==> src/fsc_map.svh <==
// Purpose: constants for the sign, exponent and integer-convert datapath
// Assumes: 64-bit accumulator word, sign in bit 63, exponent in bits 62..55
// Notes:   octal figures written in hex
`ifndef FSC_MAP_SVH
`define FSC_MAP_SVH
`define FSC_SIGN_BIT     63
`define FSC_EXP_HI       62
`define FSC_EXP_LO       55
`define FSC_BIAS8        8'h80
`define FSC_BIAS16       16'h0080
`define FSC_SPECIAL_UF   16'hFF80
`define FSC_EXP_SHORT    8'h8F
`define FSC_EXP_LONG     8'h9F
`define FSC_SINGLE_MASK  64'hFFFF_FFFF_0000_0000
`define FSC_NORM_MAX     6'h20
`endif

==> src/fsc_pkg.sv <==
// Purpose: types for the sign, exponent and integer-convert datapath
// Assumes: nothing
// Notes:   none
package fsc_pkg;
    typedef enum logic [2:0] {FSC_OP_ABS, FSC_OP_NEG, FSC_LOAD_EXPONENT_OP, FSC_INT_CONVERT_OP,
                              FSC_STORE_EXPONENT_OP} fsc_op_e;
    typedef struct packed {
        fsc_op_e     op;
        logic        mem_mode;
        logic        long_int;
        logic        double_precision_select;
        logic [63:0] acc;
        logic [31:0] src;
    } fsc_req_s;
    typedef struct packed {
        logic fp_carry_flag;
        logic fp_overflow_flag;
        logic fp_zero_flag;
        logic fp_negative_flag;
    } fsc_flags_s;
endpackage
==> src/fsc_core.sv <==
// Purpose: abs, negate, load exponent, integer convert and store exponent datapath
// Assumes: host keeps mem_rd_data valid while mem_rd_ack is high
// Notes:   one request at a time; busy high until done pulses
`timescale 1ns/1ps
`include "fsc_map.svh"
module fsc_core
(
    input  wire logic              clk_sys,
    input  wire logic              srst,
    input  wire logic              req_valid,
    input  wire fsc_pkg::fsc_req_s req,
    input  wire logic              mem_rd_ack,
    input  wire logic [63:0]       mem_rd_data,
    input  wire logic              mem_wr_ack,
    output logic                   busy,
    output logic                   done,
    output logic                   mem_rd_req,
    output logic                   mem_wr_req,
    output logic [63:0]            mem_wr_data,
    output logic                   acc_we,
    output logic [63:0]            acc_wdata,
    output logic [15:0]            exp_word,
    output logic                   exp_word_we,
    output logic                   overflow_trap,
    output logic                   underflow_trap,
    output fsc_pkg::fsc_flags_s    flags,
    output logic                   cc_we
);
    // =========================================================
    // state
    // =========================================================
    typedef enum logic [2:0] {ST_IDLE, ST_READ, ST_WRITE, ST_NORM, ST_DONE} fsc_st_e;
    fsc_st_e             st_reg, st_next;
    fsc_pkg::fsc_req_s   rq_reg, rq_next;
    logic [63:0]         frac_reg, frac_next;
    logic [7:0]          exp_reg, exp_next;
    logic                sgn_reg, sgn_next;
    logic [5:0]          cnt_reg, cnt_next;
    logic                busy_reg, busy_next;
    logic                done_reg, done_next;
    logic                rd_reg, rd_next;
    logic                wr_reg, wr_next;
    logic [63:0]         wdat_reg, wdat_next;
    logic                awe_reg, awe_next;
    logic [63:0]         adat_reg, adat_next;
    logic [15:0]         ew_reg, ew_next;
    logic                ewe_reg, ewe_next;
    logic                ov_reg, ov_next;
    logic                uf_reg, uf_next;
    fsc_pkg::fsc_flags_s fl_reg, fl_next;
    logic                cc_reg, cc_next;
    logic [63:0]         ns_frac;
    logic [7:0]          ns_exp;
    logic                ns_done;

    fsc_norm_step u_norm
    (
        .frac_in  (frac_reg),
        .exp_in   (exp_reg),
        .frac_out (ns_frac),
        .exp_out  (ns_exp),
        .done     (ns_done)
    );

    // =========================================================
    // helpers
    // =========================================================
    function automatic logic [63:0] sign_fix(input logic [63:0] w, input logic neg);
        logic [63:0] r;
        r = w;
        r[`FSC_SIGN_BIT] = neg ? ~w[`FSC_SIGN_BIT] : 1'b0;
        if (w[`FSC_EXP_HI:`FSC_EXP_LO] == 8'h00)
        begin
            r = 64'h0;
        end
        return r;
    endfunction

    logic [15:0] exp_in_src;
    logic [15:0] exp_in_sum;
    logic        exp_in_legal;
    logic [63:0] conv_raw;
    logic [15:0] exp_out_val;
    always_comb
    begin
        exp_in_src   = rq_reg.mem_mode ? rq_reg.src[15:0] : rq_reg.acc[63:48];
        exp_in_sum   = exp_in_src + `FSC_BIAS16;
        exp_in_legal = ((exp_in_src[15:7] == 9'h000) || (exp_in_src[15:7] == 9'h1FF))
                       && (exp_in_src != `FSC_SPECIAL_UF);
        // place at 63..48 or 63..32, then ST_NORM shifts right one
        conv_raw = rq_reg.long_int ? {rq_reg.src[31:0], 32'h0}
                                   : {rq_reg.src[15:0], 48'h0};
        exp_out_val = {{8{rq_reg.acc[`FSC_EXP_HI] ^ 1'b1}},
                       rq_reg.acc[`FSC_EXP_HI:`FSC_EXP_LO] + `FSC_BIAS8};
    end

    // =========================================================
    // next state
    // =========================================================
    always_comb
    begin
        st_next   = st_reg;
        rq_next   = rq_reg;
        frac_next = frac_reg;
        exp_next  = exp_reg;
        sgn_next  = sgn_reg;
        cnt_next  = cnt_reg;
        busy_next = busy_reg;
        done_next = 1'b0;
        rd_next   = rd_reg;
        wr_next   = wr_reg;
        wdat_next = wdat_reg;
        awe_next  = 1'b0;
        adat_next = adat_reg;
        ew_next   = ew_reg;
        ewe_next  = 1'b0;
        ov_next   = 1'b0;
        uf_next   = 1'b0;
        fl_next   = fl_reg;
        cc_next   = 1'b0;
        unique case (st_reg)
            ST_IDLE:
            begin
                if (req_valid)
                begin
                    rq_next   = req;
                    busy_next = 1'b1;
                    st_next   = ST_DONE;
                    if ((req.op == fsc_pkg::FSC_OP_ABS) || (req.op == fsc_pkg::FSC_OP_NEG))
                    begin
                        if (req.mem_mode)
                        begin
                            rd_next = 1'b1;
                            st_next = ST_READ;
                        end
                    end
                    else if (req.op == fsc_pkg::FSC_INT_CONVERT_OP)
                    begin
                        st_next = ST_NORM;
                    end
                end
            end
            ST_READ:
            begin
                if (mem_rd_ack)
                begin
                    rd_next   = 1'b0;
                    // write-back only after the read has completed
                    wdat_next = sign_fix(mem_rd_data, rq_reg.op == fsc_pkg::FSC_OP_NEG);
                    wr_next   = 1'b1;
                    st_next   = ST_WRITE;
                end
            end
            ST_WRITE:
            begin
                if (mem_wr_ack)
                begin
                    wr_next = 1'b0;
                    st_next = ST_DONE;
                end
            end
            ST_NORM:
            begin
                if (cnt_reg == 6'h00)
                begin
                    frac_next = conv_raw;
                    sgn_next  = conv_raw[63];
                    if (conv_raw[63])
                    begin
                        frac_next = ~conv_raw + 64'h1;
                    end
                    frac_next = {1'b0, frac_next[63:1]};
                    exp_next  = rq_reg.long_int ? `FSC_EXP_LONG : `FSC_EXP_SHORT;
                    exp_next  = exp_next + 8'h01;
                    cnt_next  = 6'h01;
                end
                else if (ns_done || (frac_reg == 64'h0) || (cnt_reg == `FSC_NORM_MAX))
                begin
                    adat_next = {sgn_reg, exp_reg, frac_reg[61:7]};
                    if (frac_reg == 64'h0)
                    begin
                        adat_next = 64'h0;
                    end
                    else if (!rq_reg.double_precision_select)
                    begin
                        adat_next = adat_next & `FSC_SINGLE_MASK;
                    end
                    awe_next = 1'b1;
                    cnt_next = 6'h00;
                    st_next  = ST_DONE;
                end
                else
                begin
                    frac_next = ns_frac;
                    exp_next  = ns_exp;
                    cnt_next  = cnt_reg + 6'h01;
                end
            end
            ST_DONE:
            begin
                unique case (rq_reg.op)
                    fsc_pkg::FSC_OP_ABS, fsc_pkg::FSC_OP_NEG:
                    begin
                        if (!rq_reg.mem_mode)
                        begin
                            awe_next  = 1'b1;
                            adat_next = sign_fix(rq_reg.acc, rq_reg.op == fsc_pkg::FSC_OP_NEG);
                        end
                    end
                    fsc_pkg::FSC_LOAD_EXPONENT_OP:
                    begin
                        if (exp_in_legal)
                        begin
                            awe_next  = 1'b1;
                            adat_next = rq_reg.acc;
                            adat_next[`FSC_EXP_HI:`FSC_EXP_LO] = exp_in_sum[7:0];
                        end
                        else
                        begin
                            ov_next = ~exp_in_src[15];
                            uf_next = exp_in_src[15];
                        end
                    end
                    fsc_pkg::FSC_STORE_EXPONENT_OP:
                    begin
                        ew_next  = exp_out_val;
                        ewe_next = 1'b1;
                        fl_next.fp_carry_flag    = 1'b0;
                        fl_next.fp_overflow_flag = 1'b0;
                        fl_next.fp_zero_flag     = (exp_out_val == 16'h0000);
                        fl_next.fp_negative_flag = exp_out_val[15];
                        cc_next = 1'b1;
                    end
                    default:
                    begin
                    end
                endcase
                done_next = 1'b1;
                busy_next = 1'b0;
                st_next   = ST_IDLE;
            end
            default:
            begin
                st_next = ST_IDLE;
            end
        endcase
    end

    always_ff @(posedge clk_sys)
    begin
        if (srst)
        begin
            st_reg   <= ST_IDLE;
            rq_reg   <= '0;
            frac_reg <= 64'h0;
            exp_reg  <= 8'h00;
            sgn_reg  <= 1'b0;
            cnt_reg  <= 6'h00;
            busy_reg <= 1'b0;
            done_reg <= 1'b0;
            rd_reg   <= 1'b0;
            wr_reg   <= 1'b0;
            wdat_reg <= 64'h0;
            awe_reg  <= 1'b0;
            adat_reg <= 64'h0;
            ew_reg   <= 16'h0000;
            ewe_reg  <= 1'b0;
            ov_reg   <= 1'b0;
            uf_reg   <= 1'b0;
            fl_reg   <= '0;
            cc_reg   <= 1'b0;
        end
        else
        begin
            st_reg   <= st_next;
            rq_reg   <= rq_next;
            frac_reg <= frac_next;
            exp_reg  <= exp_next;
            sgn_reg  <= sgn_next;
            cnt_reg  <= cnt_next;
            busy_reg <= busy_next;
            done_reg <= done_next;
            rd_reg   <= rd_next;
            wr_reg   <= wr_next;
            wdat_reg <= wdat_next;
            awe_reg  <= awe_next;
            adat_reg <= adat_next;
            ew_reg   <= ew_next;
            ewe_reg  <= ewe_next;
            ov_reg   <= ov_next;
            uf_reg   <= uf_next;
            fl_reg   <= fl_next;
            cc_reg   <= cc_next;
        end
    end

    assign busy           = busy_reg;
    assign done           = done_reg;
    assign mem_rd_req     = rd_reg;
    assign mem_wr_req     = wr_reg;
    assign mem_wr_data    = wdat_reg;
    assign acc_we         = awe_reg;
    assign acc_wdata      = adat_reg;
    assign exp_word       = ew_reg;
    assign exp_word_we    = ewe_reg;
    assign overflow_trap  = ov_reg;
    assign underflow_trap = uf_reg;
    assign flags          = fl_reg;
    assign cc_we          = cc_reg;

    // =========================================================
    // checks
    // =========================================================
    AST_NO_RW_OVERLAP: assert property (@(posedge clk_sys) disable iff (srst)
        !(rd_reg && wr_reg)) else $error("read and write overlap");
    AST_RW_ONLY_ABSNEG: assert property (@(posedge clk_sys) disable iff (srst)
        wr_reg |-> (rq_reg.op inside {fsc_pkg::FSC_OP_ABS, fsc_pkg::FSC_OP_NEG})) else $error("bad write");
    AST_READ_THEN_WRITE: assert property (@(posedge clk_sys) disable iff (srst)
        $rose(wr_reg) |-> $past(rd_reg)) else $error("write without read");
    AST_ABS_SIGN: assert property (@(posedge clk_sys) disable iff (srst)
        (acc_we && rq_reg.op == fsc_pkg::FSC_OP_ABS) |-> !acc_wdata[63]) else $error("abs sign");
    AST_STORE_EXP_FLAGS: assert property (@(posedge clk_sys) disable iff (srst)
        exp_word_we |-> (!flags.fp_carry_flag && !flags.fp_overflow_flag && cc_we
        && flags.fp_zero_flag == (exp_word == 16'h0000)
        && flags.fp_negative_flag == exp_word[15])) else $error("store exponent flags");
    AST_STORE_EXP_VALUE: assert property (@(posedge clk_sys) disable iff (srst)
        exp_word_we |-> (exp_word[7:0] == rq_reg.acc[62:55] - 8'h80
        && exp_word[15:8] == {8{exp_word[7]}})) else $error("store exponent value");
    AST_TRAP_EXCL: assert property (@(posedge clk_sys) disable iff (srst)
        !(overflow_trap && underflow_trap)) else $error("both traps");
    AST_NORM_BOUND: assert property (@(posedge clk_sys) disable iff (srst)
        (st_reg == ST_NORM) |-> ##[1:40] (st_reg == ST_DONE)) else $error("normalize hang");
    COV_ABS_MEM: cover property (@(posedge clk_sys) $fell(wr_reg));
    COV_EXP_UF: cover property (@(posedge clk_sys) underflow_trap);
    COV_CONV: cover property (@(posedge clk_sys) acc_we && rq_reg.op == fsc_pkg::FSC_INT_CONVERT_OP);
endmodule

==> src/fsc_norm_step.sv <==
// Purpose: one normalize step: shift left once and decrement the exponent
// Assumes: caller decides when to stop
// Notes:   none
`timescale 1ns/1ps
`include "fsc_map.svh"
module fsc_norm_step
(
    input  wire logic [63:0] frac_in,
    input  wire logic [7:0]  exp_in,
    output logic      [63:0] frac_out,
    output logic      [7:0]  exp_out,
    output logic             done
);
    // normalized form: bit 63 zero, bit 62 one
    assign done     = (frac_in[63] == 1'b0) && frac_in[62];
    assign frac_out = {frac_in[62:0], 1'b0};
    assign exp_out  = exp_in - 8'h01;
endmodule

==> config.mk <==
export PLATFORM = sky130hd
export DESIGN_NAME = fsc_core
export DESIGN_NICKNAME = d
export VERILOG_FILES = /design/src/fsc_pkg.sv /design/src/fsc_core.sv /design/src/fsc_norm_step.sv
export VERILOG_INCLUDE_DIRS = /design/src
export SDC_FILE = /design/constraint.sdc
export NUM_CORES = 1
export LEC_CHECK = 0
export ABC_AREA = 1
export BUFFER_PORTS_ARGS = -buffer_cell sky130_fd_sc_hd__buf_2
export CELL_PAD_IN_SITES_DETAIL_PLACEMENT = 0
export CELL_PAD_IN_SITES_GLOBAL_PLACEMENT = 1
export CORE_MARGIN = 10
export CORE_UTILIZATION = 35
export DETAILED_ROUTE_END_ITERATION = 6
export GPL_ROUTABILITY_DRIVEN = 0
export PLACE_DENSITY = 0.88
export SYNTH_ARGS = -nofsm -noshare
export SYNTH_HDL_FRONTEND = slang
export SYNTH_HIERARCHICAL = 1
export SYNTH_SLANG_ARGS = --single-unit
==> constraint.sdc <==
create_clock -name clk_sys -period 2 [get_ports clk_sys]
set_clock_uncertainty 0.1 [all_clocks]
set_input_delay 0.4 -clock clk_sys [delete_from_list [all_inputs] [get_ports clk_sys]]
set_output_delay 0.4 -clock clk_sys [all_outputs]
set_load 0.005 [all_outputs]
[Word-level counts from Yosys, hierarchy flattened]
Cells that the tools add are included.
Cells by class
  bitwise operators: 8
  div/mod/pow operators: 0
  eq/ne operators: 23
  multiplexer cells: 49
  $mul: 0
  magnitude comparators: 0
  add/subtract/negate cells: 6
  reduce and logical (&&, ||, !) cells: 32
  shift-type cells: 0
Operators with widths (count)
  two-way mux 64 bit: 11
  case mux 64 bit (2 select lines): 2
  adder 64 x 1 -> 64 bit (second input constant): 1
  zero test 64 bit: 1
  inverter 64 bit: 1
  two-way mux 32 bit: 1
  two-way mux 3 bit: 8
  adder 8 bit (second input constant): 2
  zero test 16 bit: 1
  zero test 8 bit: 2
  two-way mux 16 bit: 1
  two-way mux 8 bit: 2
  inequality test 16 bit (second input constant): 1
  inequality test 2 bit (second input constant): 8
  two-way mux 1 bit: 15
  equality test 3 x 2 -> 1 bit (second input constant): 4
  two-way mux 6 bit: 2
  case mux 3 bit (4 select lines): 1
  AND reduction 2 bit: 6
  case mux 1 bit (2 select lines): 5
  AND reduction 5 bit: 2
  equality test 3 x 1 -> 1 bit (second input constant): 3
  equality test 9 bit (second input constant): 1
  zero test 3 bit: 3
  18 further kinds: 34
Storage, ports and cells
  ROM bits: 0
  bits in writable memories: 0
  logic and storage cells: 142
  memories kept: 0
  latch bits: 0
  bits in registers: 331

[Logic depth before layout (Yosys ltp)]
  depth in word-level cells: 7
  depth in mapped cells: 15
  mapped depth without buffers: 13

[Hierarchy]
Netlist, hierarchy kept.
Modules (own cells, without submodules)
  fsc_core: cells each 2244, seq. area each 6586.3 µm², times used 1, area each 15039.4 µm²
  fsc_norm_step: cells each 99, seq. area each 0.0 µm², times used 1, area each 661.9 µm²

[Worst setup path before layout]
Ideal clock, no wire load.
  path kind: reg-to-reg
  start point: register cnt_reg[0]
  end point: register frac_reg[42]
  path buffers: 2
  library setup time: 0.120 ns
  data required time: 1.780 ns
  path slack: 0.116 ns
  period minus slack after synthesis: 1.884 ns
  stages on the path, launching flop included: 13
  data arrival time: 1.665 ns
  cells stage by stage: dfxtp_1 -> inv_1 -> ha_1 -> nand3_1 -> inv_1 -> a31oi_1 -> nand3_1 -> nand2_1 -> buf_4 -> inv_2 -> buf_2 -> a21oi_1 -> a21oi_1
On the way
  cells in the longest elaborated chain, start to end: 4
  elaborated cells on any way between the ends: 6
  those cells by class: eq/ne (2); mux (1); reduce/logical (3)
Ends and longest elaborated chain
  start, declared: RTL line fsc_core.sv:38  | logic [5:0] cnt_reg, cnt_next;
  start signal, assigned: RTL line fsc_core.sv:280  | cnt_reg <= cnt_next;
  equality test 6 bit (no source line)
  logical OR 1 bit: RTL line fsc_core.sv:177  | else if (ns_done || (frac_reg == 64'h0) || (cnt_reg == `FSC_NORM_MAX))
  inequality test 2 bit (no source line)
  AND reduction 2 bit (no source line)
  end signal, assigned: RTL line fsc_core.sv:277  | frac_reg <= frac_next;
  end, declared: RTL line fsc_core.sv:35  | logic [63:0] frac_reg, frac_next;
Parallel ways exist; a longest one is shown, timed or not.
A chain may end at the register's enable or synchronous reset.

[Final worst setup path]
  start point: register rq_reg[98] in the netlist's numbering
  end point: register adat_reg[49] (netlist: acc_wdata[49])
On the way
  cells in the longest elaborated chain, start to end: 6
  elaborated cells on any way between the ends: 9
  those cells by class: eq/ne (4); mux (1); reduce/logical (4)
Ends and longest elaborated chain
  start, declared: RTL line fsc_core.sv:34  | fsc_pkg::fsc_req_s rq_reg, rq_next;
  start signal, assigned: RTL line fsc_core.sv:276  | rq_reg <= rq_next;
  two-way mux 16 bit: RTL line fsc_core.sv:86  | exp_in_src = rq_reg.mem_mode ? rq_reg.src[15:0] : rq_reg.acc[63:48];
  equality test 9 bit or zero test 9 bit (tied branches): RTL line fsc_core.sv:88  | exp_in_legal = ((exp_in_src[15:7] == 9'h000) || (exp_in_src[15:7] == 9'h1FF))
  logical OR 1 bit: RTL line fsc_core.sv:88
  logical AND 1 bit: RTL line fsc_core.sv:88
  inequality test 3 bit (no source line)
  AND reduction 6 bit (no source line) *
  end signal, assigned: RTL line fsc_core.sv:287  | adat_reg <= adat_next;
  end, declared: RTL line fsc_core.sv:45  | logic [63:0] adat_reg, adat_next;
Every way passes the cells marked *; elsewhere a longest branch is shown, timed or not.

==> run summary <==
Synth area leader = dfxtp_1
CP Max Fanout = 16
Share of the synthesized area in the top cell type = 41.95%
Yosys synthesis warning count = 6
Max Transition Viols Final = 0
TritonCTS clock tree = built
Post-DR vias/cell = 5.046
Register area share after synthesis = 41.95%
Unique masters post-synth = 39
P_leak = 0.01009 uW
Tmin final = 2083 ps
Max FFs per register = 102
Arr. time, crit path = 2430 ps
CTS Sinks = 329
I/O pin cnt = 328
Post-route clock period utilization = 104.2%
Post-DR wirelength/cell = 17.68 um
Ratio of cells with drive above 1 in the final layout = 27.32%
Top Layer Used = met5
Placed cell count = 3,246
Row count = 77
Failing checks = setup timing
Maximum VDD drop = 728.7 uV
Die footprint = 53,730 um^2
Vias in the first global route = 16,840
CP delay by family, top = simple AND/OR/NAND/NOR gates
First-pass GRT wire length = 89,460 um
Wl on met1 = 24,270 um
Die W = 231.8 um
Deepest clock path buffer count = 3
Initial core utilization = 35.43%
Total Routing Usage GR = 20.40%
DRT antenna net count = 0
Unrepaired setup endpoints after global routing = yes
Die Y = 231.8 um
Via count = 17,180
Cell chain of the critical path = buf_12, o21ai_2, inv_2, nor3_1, nand3_1, nand2_2, nand2_4, nand2_8, clkbuf_16, nand3_1, nand2_1, nor2_1
Final Hold Fails = 0
Pre-antenna DRT Iters = 6
Post-Syn Instances = 2,343
Status = finished, violations left
Top cell by count, worst path = nand3_1
Worst Setup Start Kind = flip-flop
Post-route cell area = 21,810 um^2
Pwr dens = 1403 nW/um^2
Detail Placement HPWL = 41,440 um
Metal3 WL = 5567 um
Synth Cell Area = 15,700 um^2
Nets = 2,958
Seq cells post-synth = 329
FF-to-FF setup slack = -80 ps
# DRC = 0
Post-route setup slack = -83.13 ps
Max Cap Viol = 0
Critical path capture point type = flip-flop
Critical path buffers and inverters = 3
Top cells by area, synth = dfxtp_1 (42%), nand2_1 (13%), a21oi_1 (9.2%)
CP required = 2350 ps
H-Tree Depth = 2
Pre-CTS setup slack = -174.8 ps
P&R area growth vs syn = 38.93%
Non-Filler Instances = 3,405
Critical path class = reg -> reg
Hold Crit Class = in -> reg
Clock-pin slew on the worst setup and hold paths = 60 ps
Initial antenna violation count = 2
FMAX = 480.0 MHz
Finish-stage setup viols = 69
Core ar. = 44,320 um^2
Worst r2r src = rq_reg[98]
CP startpoint = rq_reg[98]
Slowest-stage cell, CP = dfxtp_4
CP max stage delay = 360 ps
CTS buffer count = 39
1st-iter DRT viols = 1,201
Hold Startpoint = mem_rd_data[35]
Placed inst area = 18,760 um^2
Port Buffer Count = 325
CTS Root Cell = clkbuf_16
Clock Latency Late Sink = 570 ps
Grt total ovfl = 0
Mean post-synth cell area = 6.701 um^2
Largest net degree at the start of global routing = 92
Met2 WL = 28,430 um
Final wirelength = 60,210 um
==> per-stage QoR <==
step	hold slack (ps)	TNS, ps	utilization, %	total power [uW]
final	27.92	-2993	49.22	30600
after global routing	19.37	-10310	49.21	32430
after CTS	3.594	-1066	47.44	29200
after detailed placement	342.4	-8892	42.33	20810
after global placement	335.3	-6934	42.33	20630
after floorplan	324.5	0	-	15680
==> timing repair <==
| action | CTS | global route |
|---|---|---|
| pin swaps | 7 | 20 |
| cloned | 3 | 14 |
| endpoints found under the hold margin | 60 | 0 |
| resized for setup | 46 | 143 |
| endpoints found under the setup margin | 128 | 142 |
| hold buffers | 60 | 0 |
| setup buffers | 6 | 6 |
==> layer usage <==
metal  vias up  global-route usage [%]
li1       8368                       -
met1      7992                   24.15
met2       692                   34.63
met3       129                   5.534
met4         2                   7.678
met5         -                       0
==> Yosys cell counts (all sizes together) <==
cell	n
nand2	534
dfxtp	329
nor2	299
a21oi	288
o21ai	285
inv	191
nand3	135
buf	128
clkbuf	92
nand4	10
nor3	9
nor4	5
xor2	5
a31oi	4
ha	4
or2	4
nand3b	3
o211a	3
clkinv	2
conb	2
o21a	2
o31ai	2
xnor2	2
a211oi	1
a21o	1
nor3b	1
o211ai	1
o32ai	1
==> logic make-up after synthesis <==
family / Yosys count / synth area share (%)
flops: 329 / 41.95
other cells: 2 / 0.04783
compound gates: 588 / 19.12
xor+xnor: 7 / 0.3905
buf+inv: 413 / 12.40
fa+ha+maj: 4 / 0.3188
simple gates: 1000 / 25.77
==> power by group <==
| group | switching (uW) | leakage [uW] | internal (uW) |
|---|---|---|---|
| Clock | 2920 | 0.000671 | 4650 |
| Sequential | 1010 | 0.00269 | 8270 |
| Combinational | 8150 | 0.00673 | 5610 |
| Total | 12100 | 0.0101 | 18500 |
==> area by class of cell <==
cell class / instances / area (um^2)
clock buffer: 57 / 1196
timing repair buffer: 617 / 4661
antenna: 2 / 5.005
fill: 4312 / 22500
clock inverter: 12 / 165.2
tap: 592 / 740.7
inverter: 193 / 738.2
multi-input combinational: 1603 / 7710
sequential: 329 / 6598
==> cells in the final DEF, fill, tap and decap left out, types with 10 or more instances in the layout <==
cell	n
dfxtp_1	324
clkbuf_8	11
nand3_2	10
nand3_1	120
clkbuf_16	51
nor2_4	16
inv_2	16
inv_1	173
nand2_1	493
nor2_2	27
a21oi_1	286
buf_12	31
dlygate4sd3_1	60
nand4_1	10
nand2_2	32
o21ai_0	260
o21ai_1	14
buf_4	178
buf_2	325
nor2_1	256
==> worst register-to-register path: stages, from the launching register on <==
cell and delay, ps:
dfxtp_4 360, buf_12 150, o21ai_2 180, inv_2 70
nor3_1 180, nand3_1 120, nand2_2 130, nand2_4 110
nand2_8 170, clkbuf_16 210, nand3_1 90, nand2_1 70
nor2_1 40
==> path summary, 6_finish.rpt <==
| path | endpoint | depth (start not counted) |
|---|---|---|
| setup reg to reg | acc_wdata[49] | 12 |
| hold / removal | mem_wr_data[35] | 3 |
| setup / recovery | acc_wdata[49] | 12 |
| hold reg to reg | rq_reg[76] | 2 |
Note: power is estimated with default switching activity, not from simulation.
